### src/csfpm_pkg.sv
// package for the clock switch, fail-safe monitor and power-mode controller
// assumes a single ref_clk domain and an AHB-Lite register bus
package csfpm_pkg;
    // source codes
    localparam logic [2:0] SRC_FRC = 3'h0;
    localparam logic [2:0] SRC_FRC_PLL = 3'h1;
    localparam logic [2:0] SRC_PRI = 3'h2;
    localparam logic [2:0] SRC_PRI_PLL = 3'h3;
    localparam logic [2:0] SRC_SEC = 3'h4;
    localparam logic [2:0] SRC_LOW_POWER_RC_SOURCE = 3'h5;
    localparam logic [2:0] SRC_FRC_DIV16 = 3'h6;
    localparam logic [2:0] SRC_FRC_DIVN = 3'h7;
    // register byte addresses
    localparam logic [7:0] ADDR_OSC_CTRL = 8'h00;
    localparam logic [7:0] ADDR_UNLOCK = 8'h04;
    localparam logic [7:0] ADDR_PWR_CTRL = 8'h08;
    localparam logic [7:0] ADDR_PWR_STAT = 8'h0C;
    // control register fields
    localparam int CUR_LSB = 12;
    localparam int NEW_LSB = 8;
    localparam int LOCK_BIT = 5;
    localparam int FAIL_BIT = 3;
    localparam int KEEP_BIT = 1;
    localparam int REQ_BIT = 0;
    // unlock keys, written in order to the unlock register
    localparam logic [15:0] UNLOCK_KEY1 = 16'h0055;
    localparam logic [15:0] UNLOCK_KEY2 = 16'h00AA;
    // power command codes in the power control register
    localparam logic [1:0] PCMD_SLEEP = 2'h1;
    localparam logic [1:0] PCMD_IDLE = 2'h2;
    // changeover delay in new-source cycles
    localparam int SETTLE_CYCLES = 10;
    localparam int CNT_W = 16;
    typedef enum logic [5:0] {
        CSF_IDLE = 6'h01,
        CSF_START = 6'h02,
        CSF_XTAL = 6'h04,
        CSF_PLL = 6'h08,
        CSF_SETTLE = 6'h10,
        CSF_DONE = 6'h20
    } csfpm_sw_e;
endpackage

### src/csfpm_ctrl.sv
// clock switch sequencer, fail-safe monitor and sleep/idle control
// assumes new-source tick, lock and fail indications come from other
// clock domains and are synchronised here; all logic runs on ref_clk
//
// Functional notes
// - switching and fail-safe work only when switch fuse reads zero
// - switching disabled: new select ignored, current shows reset fuse source
// - switching disabled: switch request has no effect, reads zero
// - request with current equal new clears request and aborts
// - valid switch start clears lock and clock-fail status
// - start new oscillator if off; crystal waits for start-up timer
// - PLL source waits for PLL lock before continuing
// - count ten new-source cycles, then change system clock over
// - at changeover clear request, copy new select to current
// - stop old source except kept low-power RC or secondary
// - fail-safe enabled keeps low-power RC running except in sleep
// - oscillator failure raises trap and falls back to fast RC
// - failure while PLL in use falls back to fast RC with PLL
// - sleep stops system clock, oscillators, monitor and clocked peripherals
// - watchdog enabled: clear before sleep, low-power RC stays on
// - wake on enabled interrupt, any reset or watchdog time-out
// - sleep wake resumes on the source active at entry; code uses cur_ff, which a switch finishing in sleep changes
// - idle stops CPU, clock and peripherals run, watchdog cleared
// - idle wake reapplies CPU clock and resumes immediately
// - clock-fail flag reads one after failure until software clears
// - control register writes take effect only after unlock sequence
// - source codes zero to seven in the documented order
// - interrupt during power-save entry is held, then wakes the device
//
// Design decisions made here: the AHB-Lite interface to the registers and the placing of the registers.
`timescale 1ns/10ps
module csfpm_ctrl
    import csfpm_pkg::*;
#(
    parameter int XTAL_WAIT = 1024
) (
    input wire logic ref_clk,
    input wire logic nrst,
    // ahb-lite slave
    input wire logic hsel,
    input wire logic [7:0] haddr,
    input wire logic [1:0] htrans,
    input wire logic hwrite,
    input wire logic [2:0] hsize,
    input wire logic [31:0] hwdata,
    input wire logic hready,
    output logic [31:0] hrdata,
    output logic hreadyout,
    output logic hresp,
    // configuration fuses
    input wire logic switch_enable_fuse,
    input wire logic [2:0] reset_source_fuse,
    input wire logic [1:0] primary_submode_fuse,
    input wire logic watchdog_enable,
    // oscillator status from analog side (asynchronous)
    input wire logic new_clk_tick,
    input wire logic pll_lock_in,
    input wire logic osc_fail_in,
    // wake sources
    input wire logic irq_pending,
    input wire logic watchdog_timeout,
    // outputs
    output logic [2:0] sysclk_select,
    output logic [7:0] osc_enable,
    output logic low_power_rc_on,
    output logic primary_xtal_mode,
    output logic clock_fail_trap,
    output logic watchdog_clear,
    output logic cpu_clk_en,
    output logic periph_clk_en,
    output logic sleep_active,
    output logic idle_active,
    output logic wake_pulse
);
    ////////////////////////////////////////////////////////////////////
    // input synchronisers: first stage read only by second stage
    logic [2:0] sync1_ff;
    logic [2:0] sync2_ff;
    logic tick_last_ff;
    always_ff @(posedge ref_clk) begin
        if (!nrst) begin
            sync1_ff <= 3'h0;
            sync2_ff <= 3'h0;
            tick_last_ff <= 1'b0;
        end else begin
            sync1_ff <= {osc_fail_in, pll_lock_in, new_clk_tick};
            sync2_ff <= sync1_ff;
            tick_last_ff <= sync2_ff[0];
        end
    end
    wire tick_rise = sync2_ff[0] & ~tick_last_ff;
    wire pll_locked = sync2_ff[1];
    wire osc_failed = sync2_ff[2];

    // source code decode
    // source decode helpers
    function automatic logic uses_pll(input logic [2:0] src);
        uses_pll = (src == SRC_FRC_PLL) || (src == SRC_PRI_PLL);
    endfunction
    function automatic logic is_xtal(input logic [2:0] src);
        is_xtal = (src == SRC_PRI) || (src == SRC_PRI_PLL) || (src == SRC_SEC);
    endfunction

    ////////////////////////////////////////////////////////////////////
    // bus address phase capture
    logic wr_ph_ff;
    logic rd_ph_ff;
    logic [7:0] addr_ff;
    wire take = hsel & hready & htrans[1];
    always_ff @(posedge ref_clk) begin
        if (!nrst) begin
            wr_ph_ff <= 1'b0;
            rd_ph_ff <= 1'b0;
            addr_ff <= 8'h00;
        end else begin
            wr_ph_ff <= take & hwrite;
            rd_ph_ff <= take & ~hwrite;
            if (take) begin
                addr_ff <= haddr;
            end
        end
    end
    assign hreadyout = 1'b1;
    assign hresp = 1'b0;

    wire wr_ctrl = wr_ph_ff && (addr_ff == ADDR_OSC_CTRL);
    wire wr_unlock = wr_ph_ff && (addr_ff == ADDR_UNLOCK);
    wire wr_pwr = wr_ph_ff && (addr_ff == ADDR_PWR_CTRL);

    ////////////////////////////////////////////////////////////////////
    // unlock sequence: two keys arm a single control write
    logic [1:0] unlock_ff;
    logic [1:0] nxt_unlock;
    assign nxt_unlock = wr_ctrl ? 2'h0 :
        !wr_unlock ? unlock_ff :
        (hwdata[15:0] == UNLOCK_KEY1) ? 2'h1 :
        (hwdata[15:0] == UNLOCK_KEY2 && unlock_ff == 2'h1) ? 2'h2 : 2'h0;
    wire ctrl_ok = wr_ctrl && (unlock_ff == 2'h2);

    ////////////////////////////////////////////////////////////////////
    // switch sequencer state
    csfpm_sw_e state_ff;
    csfpm_sw_e nxt_state;
    logic [2:0] cur_ff;
    logic [2:0] new_ff;
    logic [2:0] old_ff;
    logic req_ff;
    logic keep_ff;
    logic lock_ff;
    logic fail_ff;
    logic trap_ff;
    logic [CNT_W-1:0] cnt_ff;
    logic init_ff;
    wire sw_en = ~switch_enable_fuse;
    wire fs_en = ~switch_enable_fuse;
    wire fail_evt = fs_en & osc_failed & ~fail_ff & ~sleep_active;
    wire [2:0] fallback = uses_pll(cur_ff) ? SRC_FRC_PLL : SRC_FRC;

    always_comb begin
        nxt_state = state_ff;
        case (state_ff)
            CSF_IDLE: begin
                if (req_ff && sw_en) begin
                    nxt_state = CSF_START;
                end
            end
            CSF_START: begin
                if (new_ff == cur_ff) begin
                    nxt_state = CSF_IDLE;
                end else if (is_xtal(new_ff)) begin
                    nxt_state = CSF_XTAL;
                end else if (uses_pll(new_ff)) begin
                    nxt_state = CSF_PLL;
                end else begin
                    nxt_state = CSF_SETTLE;
                end
            end
            CSF_XTAL: begin
                if (cnt_ff == CNT_W'(XTAL_WAIT - 1)) begin
                    nxt_state = uses_pll(new_ff) ? CSF_PLL : CSF_SETTLE;
                end
            end
            CSF_PLL: begin
                if (lock_ff) begin
                    nxt_state = CSF_SETTLE;
                end
            end
            CSF_SETTLE: begin
                if (tick_rise && cnt_ff == CNT_W'(SETTLE_CYCLES - 1)) begin
                    nxt_state = CSF_DONE;
                end
            end
            CSF_DONE: nxt_state = CSF_IDLE;
            default: nxt_state = CSF_IDLE;
        endcase
        if (fail_evt) begin
            nxt_state = CSF_IDLE;
        end
    end

    wire cnt_clr = (state_ff != nxt_state);
    wire cnt_inc = (state_ff == CSF_XTAL) || ((state_ff == CSF_SETTLE) && tick_rise);
    wire sw_start = (state_ff == CSF_START) && (new_ff != cur_ff) && !fail_evt;

    // sequencer and status registers
    always_ff @(posedge ref_clk) begin
        if (!nrst) begin
            state_ff <= CSF_IDLE;
            cnt_ff <= '0;
            unlock_ff <= 2'h0;
            init_ff <= 1'b1;
            cur_ff <= SRC_FRC;
            new_ff <= SRC_FRC;
            old_ff <= SRC_FRC;
            req_ff <= 1'b0;
            keep_ff <= 1'b0;
            lock_ff <= 1'b0;
            fail_ff <= 1'b0;
            trap_ff <= 1'b0;
        end else begin
            state_ff <= nxt_state;
            unlock_ff <= nxt_unlock;
            init_ff <= 1'b0;
            trap_ff <= fail_evt;
            cnt_ff <= cnt_clr ? '0 : (cnt_inc ? cnt_ff + 1'b1 : cnt_ff);
            lock_ff <= pll_locked;
            if (init_ff || !sw_en) begin
                cur_ff <= reset_source_fuse;
                new_ff <= reset_source_fuse;
            end
            if (ctrl_ok) begin
                keep_ff <= hwdata[KEEP_BIT];
                if (sw_en && state_ff == CSF_IDLE) begin
                    new_ff <= hwdata[NEW_LSB +: 3];
                    req_ff <= hwdata[REQ_BIT];
                end
                if (!hwdata[FAIL_BIT]) begin
                    fail_ff <= 1'b0;
                end
            end
            if (!sw_en) begin
                req_ff <= 1'b0;
            end
            if (state_ff == CSF_START && new_ff == cur_ff) begin
                req_ff <= 1'b0;
            end
            if (sw_start) begin
                lock_ff <= 1'b0;
                fail_ff <= 1'b0;
            end
            if (state_ff == CSF_DONE) begin
                req_ff <= 1'b0;
                old_ff <= cur_ff;
                cur_ff <= new_ff;
            end
            if (fail_evt) begin
                fail_ff <= 1'b1;
                req_ff <= 1'b0;
                old_ff <= cur_ff;
                cur_ff <= fallback;
                new_ff <= fallback;
            end
        end
    end
    assign clock_fail_trap = trap_ff;

    ////////////////////////////////////////////////////////////////////
    // power-save modes
    logic sleep_ff;
    logic idle_ff;
    logic wake_ff;
    logic wdclr_ff;
    logic [2:0] sleep_src_ff;
    wire wake_src = irq_pending | watchdog_timeout;
    always_ff @(posedge ref_clk) begin
        if (!nrst) begin
            sleep_ff <= 1'b0;
            idle_ff <= 1'b0;
            wake_ff <= 1'b0;
            wdclr_ff <= 1'b0;
            sleep_src_ff <= SRC_FRC;
        end else begin
            wake_ff <= 1'b0;
            wdclr_ff <= 1'b0;
            if (wr_pwr && !sleep_ff && !idle_ff) begin
                wdclr_ff <= 1'b1;
                sleep_ff <= (hwdata[1:0] == PCMD_SLEEP);
                idle_ff <= (hwdata[1:0] == PCMD_IDLE);
                sleep_src_ff <= cur_ff;
            end else if ((sleep_ff || idle_ff) && wake_src) begin
                sleep_ff <= 1'b0;
                idle_ff <= 1'b0;
                wake_ff <= 1'b1;
            end
        end
    end
    assign sleep_active = sleep_ff;
    assign idle_active = idle_ff;
    assign wake_pulse = wake_ff;
    assign watchdog_clear = wdclr_ff;
    assign cpu_clk_en = ~sleep_ff & ~idle_ff;
    assign periph_clk_en = ~sleep_ff;

    ////////////////////////////////////////////////////////////////////
    // oscillator enables and clock select
    // resume source is cur_ff, which a switch finishing while asleep can change
    assign sysclk_select = cur_ff;
    // submode comes straight from the fuse
    assign primary_xtal_mode = (primary_submode_fuse != 2'h3);
    assign low_power_rc_on = (fs_en & ~sleep_ff) | watchdog_enable;
    genvar gi;
    generate
        for (gi = 0; gi < 8; gi++) begin : g_osc
            localparam logic [2:0] CODE = 3'(gi);
            wire busy = (state_ff != CSF_IDLE) && (new_ff == CODE);
            wire kept = (CODE == SRC_SEC && keep_ff) ||
                (CODE == SRC_LOW_POWER_RC_SOURCE && low_power_rc_on);
            assign osc_enable[gi] = kept || (!sleep_ff && ((cur_ff == CODE) || busy));
        end
    endgenerate

    ////////////////////////////////////////////////////////////////////
    // read mux
    wire [15:0] ctrl_rd = {1'b0, cur_ff, 1'b0, new_ff, 2'h0, lock_ff, 1'b0,
        fail_ff, 1'b0, keep_ff, req_ff};
    wire [31:0] rd_mux = (addr_ff == ADDR_OSC_CTRL) ? {16'h0000, ctrl_rd} :
        (addr_ff == ADDR_PWR_STAT) ? {30'h0, idle_ff, sleep_ff} : 32'h0000_0000;
    assign hrdata = rd_ph_ff ? rd_mux : 32'h0000_0000;
endmodule

### config.mk
export PLATFORM = sky130hd
export DESIGN_NAME = csfpm_ctrl
export DESIGN_NICKNAME = d
export VERILOG_FILES = /design/src/csfpm_pkg.sv /design/src/csfpm_ctrl.sv
export SDC_FILE = /design/constraint.sdc
export NUM_CORES = 1
export LEC_CHECK = 0
export BUFFER_PORTS_ARGS = -buffer_cell sky130_fd_sc_hd__clkbuf_2
export CORE_MARGIN = 3
export CORE_UTILIZATION = 51
export CTS_BUF_LIST = sky130_fd_sc_hd__clkbuf_16
export DETAILED_ROUTE_END_ITERATION = 6
export PLACE_DENSITY = 0.83
export SYNTH_ARGS = -nofsm -noshare
export SYNTH_HDL_FRONTEND = slang
export SYNTH_SLANG_ARGS = --single-unit
### constraint.sdc
create_clock -name ref_clk -period 2.8 [get_ports ref_clk]
set_input_delay 0.7 -clock ref_clk [delete_from_list [all_inputs] [get_ports ref_clk]]
set_output_delay 0.7 -clock ref_clk [all_outputs]
set_load 0.005 [all_outputs]
==> impl_metrics.json <==
{
  "critPathLaunch": "state_ff[3]",
  "yosysUniqueCellTypes": 65,
  "syn_inst": 428,
  "track_usage_pct": 23.4,
  "clock_path_buffers": 2,
  "cap_viol_max_count": 0,
  "diodes": 0,
  "clock_latency_ns": 0.33,
  "h-tree-depth": 3,
  "yosys-top-cells-area": "dfxtp_1 33%, buf_4 5.8%, nor2_1 4.7%, nor4_2 4.7%, nand2_1 4.6%",
  "postSynthRegisterBits": 57,
  "numClockSinks": 57,
  "multiInputGateArea_um2": 2100,
  "worst_path_most_repeated_cell": "buf_4",
  "min_period_ns": 2.70,
  "hold_violations": 0,
  "r2r_cells": 8,
  "cts_buffers": 9,
  "final_cell_area_um2": 4220,
  "area_growth_syn_to_layout_pct": 21.2,
  "period_share_pct": 96.6,
  "dpl-instance-area_um2": 3820,
  "drc": 0,
  "place_congestion": 0.881,
  "routed_via_density": 5.85,
  "cts.clk_slew.worst_paths_ns": 0.05,
  "tightest_slew_ns": 0.654,
  "die_h_um": 88.7,
  "p_total_w": 0.00218,
  "yosysTopAreaCell": "dfxtp_1",
  "cp_slowest_cell": "a2111oi_2",
  "synthFlopType": "dfxtp_1",
  "fin_skew_ns": 0.00716,
  "max_freq_mhz": 370,
  "die-area_um2": 7860,
  "r2r_slack_ns": 0.1,
  "path_buf_inv": 2,
  "critPathMaxFanout": 10,
  "end_kind": "flip-flop",
  "totalWireLength_mm": 8.95,
  "critPathMaxStageDelay_ns": 0.49,
  "hold_path.class": "flip-flop to flip-flop",
  "yosys.area.top_type_share_pct": 32.7,
  "io_buffers": 71,
  "grt_pass1_wl_mm": 14.5,
  "grt_max_degree": 22,
  "hpwl_mm": 6.40,
  "hold_start": "sync1_ff[2]",
  "nFillCells": 511,
  "fp.dieW_um": 88.7,
  "grt_pass1_vias": 3118,
  "cp.arrival_ns": 2.93,
  "pre_cts_ws_ns": 0.0463,
  "rows": 29,
  "r2r-start": "state_ff[3]",
  "drt_iter0_drc": 399,
  "root_buffer": "clkbuf_16",
  "drive_gt1_share_pct": 27.0,
  "endpoint": "cnt_ff[12]",
  "crit_cells": 8,
  "ys_seq_area_share_pct": 32.7,
  "rsz0062_at_grt": "yes",
  "async_reset_ff_share_pct": 0,
  "timing.slew.headroom_pct": 56.4,
  "setup_viol": 0,
  "cts_hold_buf": 0,
  "syn_area_um2": 3480,
  "ys.warnings.count": 0,
  "cp-start-kind": "flip-flop",
  "synth-edff-count": 0,
  "finalMaxSlewViolations": 0,
  "drtPass1Iterations": 5,
  "crit_family": "compound AO/OA/AOI/OAI gates",
  "regToRegEndpoint": "cnt_ff[12]",
  "timing_worst_setup_path_type": "flip-flop to flip-flop",
  "worstPathCellList": "buf_4 > or3b_1 > a311oi_2 > o21ai_1 > a2111oi_2 > o21ai_4 > buf_4 > nor4_2",
  "final_common_cell": "clkbuf_2",
  "cp.required_ns": 3.03,
  "cts_tree": "yes",
  "nets": 566,
  "grt-ovfl-total": 0,
  "avgSynthCellArea_um2": 8.14,
  "p_leak_nw": 1.71,
  "seqCellArea_um2": 1140,
  "antenna_found_initial": 0,
  "peakVddDrop_mv": 0.380,
  "post_drt_wl_per_cell_um": 15.3,
  "power_density_nw_per_um2": 517,
  "final_cell_mix": "71 x clkbuf_2, 56 x dfxtp_1, 43 x nor2_1, 43 x nand2_1, 24 x conb_1",
  "num_vias": 3419,
  "status": "finished, final reports clean",
  "initial_core_util_pct": 53.7,
  "coreArea_um2": 6490,
  "ioPinCount": 116,
  "final.setup.worst_slack_ns": 0.0964,
  "route.antenna.remaining_nets": 0
}
## per-stage QoR
stage / utilization (%) / setup TNS, ns / hold slack, ns / instances
after floorplan: - / 0 / 0.412 / 450
after global placement: 58.8 / 0 / 0.414 / 563
after detailed placement: 58.8 / 0 / 0.421 / 563
after CTS: 63.7 / 0 / 0.435 / 579
after global routing: 65.0 / -0.0370 / 0.446 / 584
final: 65.0 / 0 / 0.432 / 584
## how the worst min path moves through the flow
stage                  end  slack (ns)  cells past startpoint
6_report       sync2_ff[2]        0.43                      1
5_1_grt        sync2_ff[1]        0.45                      1
4_1_cts        sync2_ff[2]        0.44                      1
3_5_place_dp   sync2_ff[2]        0.42                      1
3_3_place_gp   sync2_ff[0]        0.41                      1
2_1_floorplan  sync2_ff[0]        0.41                      1
## per-layer routing
metal | up-vias | global-route usage [%] | routed length (um)
met2 | 170 | 38.0 | 4340
met5 | - | 0 | 0
li1 | 1632 | - | -
met1 | 1596 | 30.2 | 3760
met4 | 0 | 10.3 | 169
met3 | 21 | 4.47 | 685
## synth_stat cells, types with 2 or more instances
cell	count
xnor2_1	11
a21oi_1	23
nor3b_1	4
o211ai_1	3
o22ai_1	2
nand2_1	43
and4_1	3
o21bai_1	3
buf_2	7
dfxtp_1	57
a311oi_1	2
a211oi_1	3
nor4_1	15
ha_1	2
and3_1	6
and2_1	14
inv_1	8
nand4_1	12
buf_4	27
nor2_1	44
o21ai_0	9
nand3b_1	4
mux2i_1	6
nor4bb_1	6
or4_1	2
clkbuf_1	14
o21ai_1	2
nor3_1	14
xor2_1	11
nor4_2	13
nand2b_1	5
buf_6	3
nor2b_1	5
nand3_1	13
conb_1	2
## flip-flops by register name, summed over array words and instances (netlist names), 2 cells and up
register	flops
sync2_ff	3
sysclk_select	3
cnt_ff	16
sync1_ff	3
state_ff	6
addr_ff	8
new_ff	3
unlock_ff	2
## report_power, final
| part | internal (W) | switching, W | total, W |
|---|---|---|---|
| clock network | 0.000776 | 0.000393 | 0.00117 |
| logic | 0.0000738 | 0.0000904 | 0.000164 |
| registers | 0.000828 | 0.0000206 | 0.000849 |
## area by class of cell
cell class | count | share of cell area, %
clock buffers | 9 | 5.33
clock inverters | 7 | 2.25
inverters | 8 | 0.711
multi-input cells | 333 | 49.7
flip-flops and latches | 57 | 27.1
well taps | 77 | 2.28
repair buffers | 93 | 12.6
## kinds of logic (layout without fill, tap and decap cells)
family	count (synthesis)	after routing	share of synthesized area, %
buffers and inverters	60	117	10.3
adder cells (fa/ha/maj)	2	2	0.718
other	2	24	0.216
flip-flops	57	57	32.7
XOR/XNOR	23	23	6.00
AND/OR/NAND/NOR	212	212	35.3
AO/OA/AOI/OAI	65	65	12.7
multiplexers	7	7	2.05
## timing repair
item | CTS | global route
setup endpoints to repair | 0 | 23
resized for setup | 0 | 6
buffers inserted | 0 | 5
endpoints found under the hold margin | 0 | 0
Power figures use the tool's default switching activity.
